==> config.mk <==
export PLATFORM = sky130hd
export DESIGN_NAME = cyclic_sense_wake_timer
export DESIGN_NICKNAME = d
export VERILOG_FILES = /design/src/cs_timer_pkg.sv /design/src/cs_periodic_timer.sv /design/src/cyclic_sense_wake_timer.sv
export SDC_FILE = /design/constraint.sdc
export NUM_CORES = 1
export LEC_CHECK = 0
export ABC_AREA = 1
export BUFFER_PORTS_ARGS = -buffer_cell sky130_fd_sc_hd__buf_2
export CORE_ASPECT_RATIO = 0.5
export CORE_MARGIN = 2
export CORE_UTILIZATION = 55
export CTS_BUF_LIST = sky130_fd_sc_hd__clkbuf_4 sky130_fd_sc_hd__clkbuf_8
export DETAILED_ROUTE_END_ITERATION = 8
export PLACE_DENSITY = 0.78
export SKIP_CTS_REPAIR_TIMING = 1
export SLEW_MARGIN = 20
export SYNTH_ARGS = -nofsm -noshare
export SYNTH_HDL_FRONTEND = slang
export SYNTH_HIERARCHICAL = 1
export SYNTH_SLANG_ARGS = --single-unit
==> constraint.sdc <==
create_clock -name clk_sys_in -period 4.6 [get_ports clk_sys_in]
set_clock_uncertainty 0.1 [all_clocks]
set_input_delay 0.23 -clock clk_sys_in [delete_from_list [all_inputs] [get_ports clk_sys_in]]
set_output_delay 0.23 -clock clk_sys_in [all_outputs]
set_load 0.03 [all_outputs]
==> src/cs_timer_pkg.sv <==
// constants for the cyclic sense and cyclic wake timer block
package cs_timer_pkg;
    localparam int          CLK_HZ        = 200_000_000;
    localparam int          TICK_US       = 100;
    localparam int          TICK_CYCLES   = CLK_HZ / 1_000_000 * TICK_US;
    localparam int          FILTER_US     = 16;
    localparam int          FILTER_CYCLES = CLK_HZ / 1_000_000 * FILTER_US;
    localparam int          CNT_W         = 16;
    localparam int          NUM_WAKE      = 3;
    localparam int          NUM_SWITCH    = 4;
    // period codes, in 0.1 ms ticks
    localparam logic [2:0]  PER_10MS      = 3'h0;
    localparam logic [2:0]  PER_20MS      = 3'h1;
    localparam logic [2:0]  PER_50MS      = 3'h2;
    localparam logic [2:0]  PER_100MS     = 3'h3;
    localparam logic [2:0]  PER_200MS     = 3'h4;
    localparam logic [2:0]  PER_1S        = 3'h5;
    localparam logic [2:0]  PER_2S        = 3'h6;
    localparam logic [15:0] TK_10MS       = 16'h0064;
    localparam logic [15:0] TK_20MS       = 16'h00C8;
    localparam logic [15:0] TK_50MS       = 16'h01F4;
    localparam logic [15:0] TK_100MS      = 16'h03E8;
    localparam logic [15:0] TK_200MS      = 16'h07D0;
    localparam logic [15:0] TK_1S         = 16'h2710;
    localparam logic [15:0] TK_2S         = 16'h4E20;
    // on-time codes
    localparam logic [2:0]  ON_OFF_LOW    = 3'h0;
    localparam logic [2:0]  ON_0P1MS      = 3'h1;
    localparam logic [2:0]  ON_0P3MS      = 3'h2;
    localparam logic [2:0]  ON_1MS        = 3'h3;
    localparam logic [2:0]  ON_10MS       = 3'h4;
    localparam logic [2:0]  ON_20MS       = 3'h5;
    localparam logic [2:0]  ON_OFF_HIGH   = 3'h6;
    localparam logic [15:0] TK_0P1MS      = 16'h0001;
    localparam logic [15:0] TK_0P3MS      = 16'h0003;
    localparam logic [15:0] TK_1MS        = 16'h000A;
    // device modes
    typedef enum logic [2:0] {
        MODE_NORMAL   = 3'h0,
        MODE_STOP     = 3'h1,
        MODE_SLEEP    = 3'h2,
        MODE_RESTART  = 3'h3,
        MODE_FAILSAFE = 3'h4
    } dev_mode_e;

    function automatic logic [15:0] period_ticks(input logic [2:0] code);
        case (code)
            PER_10MS:  period_ticks = TK_10MS;
            PER_20MS:  period_ticks = TK_20MS;
            PER_50MS:  period_ticks = TK_50MS;
            PER_100MS: period_ticks = TK_100MS;
            PER_200MS: period_ticks = TK_200MS;
            PER_1S:    period_ticks = TK_1S;
            default:   period_ticks = TK_2S;
        endcase
    endfunction

    function automatic logic [15:0] on_ticks(input logic [2:0] code);
        case (code)
            ON_0P1MS: on_ticks = TK_0P1MS;
            ON_0P3MS: on_ticks = TK_0P3MS;
            ON_1MS:   on_ticks = TK_1MS;
            ON_10MS:  on_ticks = TK_10MS;
            ON_20MS:  on_ticks = TK_20MS;
            default:  on_ticks = 16'h0000;
        endcase
    endfunction
endpackage

==> src/cs_periodic_timer.sv <==
// one periodic timer with selectable period and on-time
`timescale 1ns/1ps
module cs_periodic_timer
    import cs_timer_pkg::*;
(
    input  wire logic       clk_sys_in,
    input  wire logic       reset_in,
    input  wire logic       tick_in,
    input  wire logic [2:0] period_sel_in,
    input  wire logic [2:0] on_sel_in,
    output logic            running_out,
    output logic            on_window_out,
    output logic            on_start_out,
    output logic            on_end_out,
    output logic            idle_level_out,
    output logic            too_long_out
);
    logic [15:0] cnt_ff;
    logic [15:0] per_t;
    logic [15:0] on_t;
    logic        run;

    assign per_t          = period_ticks(period_sel_in);
    assign on_t           = on_ticks(on_sel_in);
    // timer starts as soon as a running on-time is chosen
    assign run            = (on_sel_in != ON_OFF_LOW) && (on_sel_in != ON_OFF_HIGH)
                            && (on_sel_in != 3'h7);
    assign running_out    = run;
    assign idle_level_out = (on_sel_in == ON_OFF_HIGH);
    assign too_long_out   = run && (on_t > per_t);
    assign on_window_out  = run && (cnt_ff < on_t);
    assign on_start_out   = run && tick_in && (cnt_ff == 16'h0000);
    assign on_end_out     = run && tick_in && (cnt_ff == on_t - 16'h0001);

    always_ff @(posedge clk_sys_in) begin
        // parked at the wrap point so the first on-time starts whole on a tick
        if (reset_in || !run) begin
            cnt_ff <= per_t - 16'h0001;
        end else if (tick_in) begin
            cnt_ff <= (cnt_ff >= per_t - 16'h0001) ? 16'h0000 : cnt_ff + 16'h0001;
        end
    end
endmodule // cs_periodic_timer

==> src/cyclic_sense_wake_timer.sv <==
// cyclic sense and cyclic wake timers with wake input sampling
`timescale 1ns/1ps
// Behaviour
// [RULE1] first sampled level becomes next reference
// [RULE2] level change wakes or interrupts by mode
// [RULE3] filter after on-time must see stable level
// [RULE4] change sets matching per-input wake flag
// [RULE5] level status updated only Normal/Stop
// [RULE6] Stop interrupts; Sleep goes Restart to Normal
// [RULE7] fail-safe drops switch, input static sensing
// [RULE8] switch faults disable that switch
// [RULE9] timers keep running after switch fault
// [RULE10] sleep with pending flag wakes, resets
// [RULE11] controller arms sense, clears flags first
// [RULE12] wake-source timer interrupts periodically
// [RULE13] controller disables, enables, then programs
// [RULE14] programmed on-time starts cyclic wake
// [RULE15] interrupt each on-start except first
// [RULE16] each timer mappable to any switch
// [RULE17] seven selectable periods
// [RULE18] five on-times plus two stopped levels
// [RULE19] on-time above period sets command error
// [RULE20] stopped level fixes switch output beforehand
// [RULE21] prescaler gives cycle-exact 0.1 ms ticks
module cyclic_sense_wake_timer
    import cs_timer_pkg::*;
#(
    parameter int TICK_CNT = TICK_CYCLES,
    parameter int FILT_CNT = FILTER_CYCLES
) (
    input  wire logic                  clk_sys_in,
    input  wire logic                  reset_in,
    input  wire cs_timer_pkg::dev_mode_e mode_in,
    input  wire logic                  sleep_req_in,
    input  wire logic [2:0]            timer_a_period_in,
    input  wire logic [2:0]            timer_a_on_in,
    input  wire logic [2:0]            timer_b_period_in,
    input  wire logic [2:0]            timer_b_on_in,
    input  wire logic [1:0]            timer_wake_enable_in,
    input  wire logic [NUM_SWITCH-1:0] map_timer_a_in,
    input  wire logic [NUM_SWITCH-1:0] map_timer_b_in,
    input  wire logic [NUM_SWITCH-1:0] switch_fault_in,
    input  wire logic [NUM_WAKE-1:0]   sense_enable_in,
    input  wire logic [NUM_WAKE-1:0]   sense_timer_b_in,
    input  wire logic [NUM_WAKE-1:0]   wake_input_pin_in,
    input  wire logic                  clear_wake_flags_in,
    input  wire logic                  clear_cmd_error_in,
    output logic [NUM_SWITCH-1:0]      high_side_switch_output_out,
    output logic [NUM_WAKE-1:0]        wake_flags_out,
    output logic [NUM_WAKE-1:0]        wake_level_status_out,
    output logic [NUM_WAKE-1:0]        static_sense_out,
    output logic                       interrupt_out,
    output logic                       wake_request_out,
    output logic                       reset_request_out,
    output logic                       cmd_error_out,
    output logic [1:0]                 timer_wake_flags_out
);
    logic [NUM_WAKE-1:0]   pin_meta_ff;
    logic [NUM_WAKE-1:0]   pin_sync_ff;
    logic [15:0]           pre_ff;
    logic                  tick_ff;
    logic [1:0]            run;
    logic [1:0]            on_win;
    logic [1:0]            on_start;
    logic [1:0]            on_end;
    logic [1:0]            idle_lvl;
    logic [1:0]            too_long;
    logic [1:0]            started_ff;
    logic [NUM_WAKE-1:0]   ref_ff;
    logic [NUM_WAKE-1:0]   ref_valid_ff;
    logic [NUM_WAKE-1:0]   filt_act_ff;
    logic [NUM_WAKE-1:0]   filt_lvl_ff;
    logic [NUM_WAKE-1:0]   filt_ok_ff;
    logic [15:0]           filt_cnt_ff [NUM_WAKE];
    logic [NUM_WAKE-1:0]   wake_hit;
    logic [NUM_WAKE-1:0]   flags_ff;
    logic [NUM_WAKE-1:0]   lvl_ff;
    logic [NUM_WAKE-1:0]   static_ff;
    logic [NUM_SWITCH-1:0] sw_off_ff;
    logic [NUM_SWITCH-1:0] hs_ff;
    logic [1:0]            twake_ff;
    logic [1:0]            twake_hit;
    logic                  int_ff;
    logic                  wake_ff;
    logic                  rst_ff;
    logic                  err_ff;
    logic                  fs_d_ff;
    logic                  norm_stop;
    logic                  fs_entry;
    logic [2:0]            on_a;
    logic [2:0]            on_b;

    assign on_a      = timer_a_on_in;
    assign on_b      = timer_b_on_in;
    assign norm_stop = (mode_in == MODE_NORMAL) || (mode_in == MODE_STOP);
    assign fs_entry  = (mode_in == MODE_FAILSAFE) && !fs_d_ff;

    // pins are asynchronous: two flops before use
    always_ff @(posedge clk_sys_in) begin
        pin_meta_ff <= wake_input_pin_in;
        pin_sync_ff <= pin_meta_ff;
    end

    // [RULE21] prescaler tick generation
    always_ff @(posedge clk_sys_in) begin
        if (reset_in || pre_ff == 16'(TICK_CNT - 1)) begin
            pre_ff  <= 16'h0000;
            tick_ff <= !reset_in;
        end else begin
            pre_ff  <= pre_ff + 16'h0001;
            tick_ff <= 1'b0;
        end
    end

    // [RULE17] [RULE18] two timers
    cs_periodic_timer u_timer_a (
        .clk_sys_in     (clk_sys_in),
        .reset_in       (reset_in),
        .tick_in        (tick_ff),
        .period_sel_in  (timer_a_period_in),
        .on_sel_in      (on_a),
        .running_out    (run[0]),
        .on_window_out  (on_win[0]),
        .on_start_out   (on_start[0]),
        .on_end_out     (on_end[0]),
        .idle_level_out (idle_lvl[0]),
        .too_long_out   (too_long[0])
    );

    cs_periodic_timer u_timer_b (
        .clk_sys_in     (clk_sys_in),
        .reset_in       (reset_in),
        .tick_in        (tick_ff),
        .period_sel_in  (timer_b_period_in),
        .on_sel_in      (on_b),
        .running_out    (run[1]),
        .on_window_out  (on_win[1]),
        .on_start_out   (on_start[1]),
        .on_end_out     (on_end[1]),
        .idle_level_out (idle_lvl[1]),
        .too_long_out   (too_long[1])
    );

    always_ff @(posedge clk_sys_in) begin
        if (reset_in) begin
            fs_d_ff <= 1'b0;
        end else begin
            fs_d_ff <= (mode_in == MODE_FAILSAFE);
        end
    end

    // [RULE8] [RULE7] latched switch shutdown
    always_ff @(posedge clk_sys_in) begin
        if (reset_in) begin
            sw_off_ff <= '0;
        end else if (fs_entry) begin
            sw_off_ff <= map_timer_a_in | map_timer_b_in | sw_off_ff;
        end else if (mode_in == MODE_NORMAL || mode_in == MODE_STOP
                     || mode_in == MODE_SLEEP) begin
            sw_off_ff <= sw_off_ff | switch_fault_in;
        end
    end

    // [RULE16] [RULE20] switch drive from mapped timers; [RULE9] timers unaffected
    always_ff @(posedge clk_sys_in) begin
        if (reset_in) begin
            hs_ff <= '0;
        end else begin
            for (int s = 0; s < NUM_SWITCH; s++) begin
                hs_ff[s] <= !sw_off_ff[s] && !switch_fault_in[s] && (
                    (map_timer_a_in[s] && (run[0] ? on_win[0] : idle_lvl[0])) ||
                    (map_timer_b_in[s] && (run[1] ? on_win[1] : idle_lvl[1])));
            end
        end
    end

    // [RULE7] static sensing after fail-safe entry
    always_ff @(posedge clk_sys_in) begin
        if (reset_in) begin
            static_ff <= '0;
        end else if (fs_entry) begin
            static_ff <= sense_enable_in;
        end
    end

    // per-input reference, filter and compare
    generate
        for (genvar w = 0; w < NUM_WAKE; w++) begin : g_wake
            logic cyc_end;
            logic sel_run;
            assign sel_run = sense_enable_in[w] && !static_ff[w]
                             && (sense_timer_b_in[w] ? run[1] : run[0]);
            assign cyc_end = sel_run && (sense_timer_b_in[w] ? on_end[1] : on_end[0]);

            // [RULE3] filter starts at end of on-time
            always_ff @(posedge clk_sys_in) begin
                if (reset_in || !sel_run) begin
                    filt_act_ff[w] <= 1'b0;
                    filt_lvl_ff[w] <= 1'b0;
                    filt_ok_ff[w]  <= 1'b0;
                    filt_cnt_ff[w] <= 16'h0000;
                end else if (cyc_end) begin
                    filt_act_ff[w] <= 1'b1;
                    filt_lvl_ff[w] <= pin_sync_ff[w];
                    filt_ok_ff[w]  <= 1'b1;
                    filt_cnt_ff[w] <= 16'h0000;
                end else if (filt_act_ff[w]) begin
                    if (pin_sync_ff[w] != filt_lvl_ff[w]) begin
                        filt_ok_ff[w] <= 1'b0;
                    end
                    if (filt_cnt_ff[w] == 16'(FILT_CNT - 1)) begin
                        filt_act_ff[w] <= 1'b0;
                    end else begin
                        filt_cnt_ff[w] <= filt_cnt_ff[w] + 16'h0001;
                    end
                end
            end

            // [RULE3] stable through filter and changed from reference
            assign wake_hit[w] = filt_act_ff[w] && (filt_cnt_ff[w] == 16'(FILT_CNT - 1))
                                 && filt_ok_ff[w] && (pin_sync_ff[w] == filt_lvl_ff[w])
                                 && ref_valid_ff[w] && (filt_lvl_ff[w] != ref_ff[w]);

            // [RULE1] sampled level kept as next reference
            always_ff @(posedge clk_sys_in) begin
                if (reset_in || !sel_run) begin
                    ref_ff[w]       <= 1'b0;
                    ref_valid_ff[w] <= 1'b0;
                end else if (wake_hit[w] || (filt_act_ff[w]
                             && filt_cnt_ff[w] == 16'(FILT_CNT - 1))) begin
                    ref_ff[w]       <= filt_lvl_ff[w];
                    ref_valid_ff[w] <= 1'b1;
                end
            end
        end
    endgenerate

    // [RULE4] wake flags, set wins over clear
    always_ff @(posedge clk_sys_in) begin
        if (reset_in) begin
            flags_ff <= '0;
        end else begin
            flags_ff <= (clear_wake_flags_in ? '0 : flags_ff) | wake_hit;
        end
    end

    // [RULE5] level status only in Normal or Stop
    always_ff @(posedge clk_sys_in) begin
        if (reset_in) begin
            lvl_ff <= '0;
        end else if (norm_stop) begin
            for (int w = 0; w < NUM_WAKE; w++) begin
                if (filt_act_ff[w] && filt_cnt_ff[w] == 16'(FILT_CNT - 1)) begin
                    lvl_ff[w] <= filt_lvl_ff[w];
                end
            end
        end
    end

    // [RULE14] [RULE15] skip the first on-start after timer start
    always_ff @(posedge clk_sys_in) begin
        if (reset_in) begin
            started_ff <= 2'h0;
        end else begin
            for (int t = 0; t < 2; t++) begin
                if (!run[t]) begin
                    started_ff[t] <= 1'b0;
                end else if (on_start[t]) begin
                    started_ff[t] <= 1'b1;
                end
            end
        end
    end

    // [RULE12] timer wake flags
    assign twake_hit = on_start & started_ff & timer_wake_enable_in & run;
    always_ff @(posedge clk_sys_in) begin
        if (reset_in) begin
            twake_ff <= 2'h0;
        end else begin
            twake_ff <= (clear_wake_flags_in ? 2'h0 : twake_ff) | twake_hit;
        end
    end

    // [RULE2] [RULE6] interrupt in Normal and Stop
    always_ff @(posedge clk_sys_in) begin
        if (reset_in) begin
            int_ff <= 1'b0;
        end else begin
            int_ff <= norm_stop && ((|wake_hit) || (|twake_hit));
        end
    end

    // [RULE6] [RULE10] wake from Sleep through Restart
    always_ff @(posedge clk_sys_in) begin
        if (reset_in) begin
            wake_ff <= 1'b0;
            rst_ff  <= 1'b0;
        end else begin
            wake_ff <= ((mode_in == MODE_SLEEP) && (|wake_hit))
                       || (sleep_req_in && (|flags_ff));
            rst_ff  <= sleep_req_in && (|flags_ff);
        end
    end

    // [RULE19] command error when on-time exceeds period
    always_ff @(posedge clk_sys_in) begin
        if (reset_in) begin
            err_ff <= 1'b0;
        end else begin
            err_ff <= (err_ff && !clear_cmd_error_in) || (|too_long);
        end
    end

    assign high_side_switch_output_out = hs_ff;
    assign wake_flags_out              = flags_ff;
    assign wake_level_status_out       = lvl_ff;
    assign static_sense_out            = static_ff;
    assign interrupt_out               = int_ff;
    assign wake_request_out            = wake_ff;
    assign reset_request_out           = rst_ff;
    assign cmd_error_out               = err_ff;
    assign timer_wake_flags_out        = twake_ff;
endmodule // cyclic_sense_wake_timer

# Yosys cells after proc, flatten, opt, wreduce, memory -nomap -nowiden
# Memory sizes are Yosys's and may differ from the RTL's.
# Cells that the tools add are included.
# classes
n_addsub,10
bitwise,16
mux,70
n_lt_le_gt_ge,6
n_div,0
n_mul,0
eq_ne,44
n_shift,0
n_reduce_logical,124
# ops
op,n
$mux 16,12
$pmux 15 s6,2
$add 16x1->16 const B,6
$pmux 8 s5,2
$logic_and 1x1->1,59
$mux 1,50
$eq 16x12->1 const B,3
$eq 3x3->1 const B,11
$eq 16x16->1,2
$ge 16x16->1,2
$logic_not 16->1,2
$lt 16x8->1,2
$sub 15x1->16 const B,2
$gt 8x15->1,2
$eq 3x2->1 const B,9
$logic_not 1->1,19
$logic_or 1x1->1,18
$reduce_bool 2->1,9
$sub 8x1->9 const B,2
$eq 16x15->1 const B,1
$eq 3x1->1 const B,5
$ne 3x3->1 const B,4
$or 4x4->4,3
$reduce_and 2->1,6
14 further kinds,37
# word_totals
output_inout_bits,19
n_memories,1
latchBits,0
romBits,0
mem_bits_rw,48
wordCells,307
register_bits,96
# mem_list
name,depth,word_bits,rd,rd_clocked_by_memory_dff,write_ports,line,rtl
filt_cnt_ff,3,16,3,0,3,cyclic_sense_wake_timer.sv:74,logic [15:0] filt_cnt_ff [NUM_WAKE];

# Longest topological paths before layout
# depth
word_depth,12
ltp_mapped,31

# Hierarchy
# The synthesis kept the hierarchy.
# by_module_without_submodules
module,n_inst,cells_each,area_per_inst_um2,seq_area_each_um2
cyclic_sense_wake_timer,1,694,5504.0,2722.6
cs_periodic_timer (u_timer_a),1,344,2282.2,480.5
cs_periodic_timer (u_timer_b),1,338,2274.7,480.5

# Worst setup path after synthesis
# No wires, ideal clock.
# synth_timing
path_kind,input to register
start,in timer_a_on_in[1]
end,"mem filt_cnt_ff[2][0], enable pin"
cell_stages,26
t_arrival_ns,3.359
path_buffers,1
setup_slack_ns,0.725
cell_sequence,inv_1 ha_1 inv_1 nand3_1 nand2_1 nand2_2 ha_1 inv_1 a21oi_1 nand2_1 ha_1 inv_1 nor2_1 nor2_1 nand3_1 nor2_1 nand2_1 nor2_1 nand4_1 nor3_2 o21ai_0 nor2_1 inv_1 nand3_2 buf_6 nand3_1
# synth_rtl
item,line,rtl
start: declaration,cyclic_sense_wake_timer.sv:36,"input wire logic [2:0] timer_a_on_in,"
end: declaration,cyclic_sense_wake_timer.sv:74,

==> metrics <==
CTS root buf=clkbuf_8; initial antenna violation count=0; largest net degree at the start of global routing=25; crit path max fanout=18; CTS Buffer Depth=2; DR pass1 iterations=5; Pins Over Slew Limit=0; Cell Rows=34; setup TNS=0 ns; Port-buffer cells=between 60 and 70; DP Wirelength=18700 µm; top-area cell type share of the netlist area=0.239; initial core utilization=0.570; via/cell ratio=5.51; Place WS=between 0.2 and 0.25 ns; mapped cell area=0.0101 mm²; total core area=0.0177 mm²; synthesized area per cell=around 7.3 µm²; DIE AREA=a little under 0.02 mm²; Pwr Density=slightly below 300 mW/mm²; IO Pins=62; final count of hold timing violations=1; WP data arrival=a little over 4 ns; VDD IR-drop max=182 µV; Clock transition at path regs=about 0.09 ns; maxcap violations=0; EDFF count, synth=80; clock sinks=between 100 and 150; Seq/Total Area, Yosys=0.366; via count of the first global-routing pass=9081; Global Route Usage Sum=0.261; Final setup viols=0; Post-Layout Inst Area=about 0.011 mm²; CTS tree=done; Pleak=between 4 and 5 nW; share of layout cells above drive strength 1=0.113; Synthesis Warnings=6; Die H=99.6 µm; #FFs+latches synth=~140; Syn Inst Count=1376; Chip Width=between 150 and 200 µm; dominant synthesized flop cell=edfxtp_1; min Tclk post-route=3.94 ns; unrepaired setup endpoints after global routing=no; worst relative slew slack=0.470; Vias=9411; Setup crit start kind=primary input; fmax=around 0.25 GHz; final worst-path setup slack=0.660 ns; largest area contributor in the netlist=edfxtp_1; DRC viols=0; placed cell area=between 0.01 and 0.015 mm²; Crit Path Category=primary input to register; worst hold slack=-0.0125 ns; Worst Max-Slew Pin Slew=0.787 ns; CP Capture Type=register; status=finished with violations; Post-Route WL=approximately 25000 µm; async set-reset flop share out of synthesis=0; clock latency on the worst-skew pair=about 0.47 ns; Final GP Congestion=1.02; 1st-iter DRT viols=~530; failing checks=negative hold slack; # diodes=0; per-cell routed wire length=14.6 µm; Worst Path Required=roughly 4.7 ns; HP Class=primary input to register; commonest non-fill, non-tap cell in the layout=nand2_1; Yosys cell types=between 40 and 50; first-pass GRT wire length=~41000 µm; most frequent cells in the layout=nand2_1, inv_1, nor2_1; synthesis-to-layout area growth=10.9%; H-Tree Depth=4; top cells by area, synth=edfxtp_1, dfxtp_1, nand2_1; period utilization=0.857; ANT nets after route=0; NumNets Final=between 1500 and 2000; number of buffers created by CTS=17; Overflow after GRT=0
report_power, final:
part	internal [mW]	total [mW]	switching, mW
combinational	0.236	0.671	0.435
clock	0.456	1.04	0.586
sequential	1.44	1.53	0.0932
total	2.13	3.24	1.11
critical path, stage by stage:
cell	delay (ns)
buf_2	0.13
inv_1	0.12
ha_1	0.37
inv_1	0.05
nand3_1	0.07
nand2_1	0.08
nand2_2	0.16
ha_1	0.20
inv_1	0.05
a21oi_1	0.18
nand2_1	0.11
ha_1	0.28
inv_1	0.07
nor2_1	0.04
nor2_1	0.09
nand3_1	0.07
nor2_1	0.10
nand2_1	0.06
nor2_1	0.09
nand4_1	0.12
nor3_2	0.30
o21ai_0	0.17
nor2_1	0.16
inv_1	0.10
nand3_2	0.28
nand3_1	0.12
buf_4	0.23
stage by stage:
stage | util | instances | power [mW]
final | 0.632 | 1709 | 3.24
after floorplan | - | 1378 | 2.01
after CTS | 0.623 | 1693 | 3.24
after global routing | 0.632 | 1709 | 3.41
after global placement | 0.600 | 1661 | 2.18
after detailed placement | 0.600 | 1661 | 2.20
layout make-up:
class                      count  area (µm²)
tap                          234         293
timing repair buffer          80         488
clock inverter                15         166
fill                        1543        6500
inverter                     207         777
multi-input combinational   1012        5510
clock buffer                  17         234
sequential                   144        3680
path summary, 6_finish.rpt:
kind,start,slack [ns],depth (start not counted),to
worst max-delay path,timer_a_on_in[1],0.66,27,filt_cnt_ff[2][13]
worst min-delay path,mode_in[2],-0.01,4,interrupt_out
worst max register to register,u_timer_a/cnt_ff[0],1.46,15,filt_cnt_ff[2][13]
worst min register to register,pin_meta_ff[0],0.24,0,pin_sync_ff[0]
routing by layer:
metal,vias to the layer above,global-route usage,share of wire
met2,305,0.467,0.48
met1,4268,0.309,0.42
met4,0,0.115,0.038
met5,-,0,0
met3,83,0.0502,0.055
li1,4755,-,-
cell families after synthesis:
kind of cell / count (synthesis) / synth area share
buffers and inverters: 222 / 0.0866
adder cells (fa/ha/maj): 76 / 0.0945
AO/OA/AOI/OAI: 193 / 0.105
XOR/XNOR: 29 / 0.0252
AND/OR/NAND/NOR: 710 / 0.322
other: 2 / 0.000746
flip-flops: 144 / 0.366
registers in the layout, summed over array words and instances, names as in the netlist, 3 cells and up:
register,cells
u_timer_b/cnt_ff,16
sw_off_ff,4
filt_lvl_ff,3
wake_flags_out,3
filt_cnt_ff,48
ref_valid_ff,3
high_side_switch_output_out,4
pre_ff,16
pin_sync_ff,3
filt_act_ff,3
static_sense_out,3
ref_ff,3
wake_level_status_out,3
u_timer_a/cnt_ff,16
pin_meta_ff,3
filt_ok_ff,3
cells in the mapped netlist (3+ instances only):
master / instances
a21oi_1: 85
a31oi_1: 4
buf_2: 6
buf_6: 3
clkbuf_1: 4
dfxtp_1: 64
edfxtp_1: 80
ha_1: 76
inv_1: 198
inv_2: 7
nand2_1: 297
nand2_2: 7
nand3_1: 111
nand3_2: 7
nand3b_1: 4
nand4_1: 27
nor2_1: 164
nor2_2: 20
nor2_4: 4
nor3_1: 33
nor3_2: 7
nor3b_2: 4
nor4_1: 9
o211ai_1: 6
o21ai_0: 51
o21ai_1: 9
o21bai_1: 6
o22ai_1: 24
or2_2: 8
xnor2_1: 8
xor2_1: 21
Power figures use the tool's default switching activity.
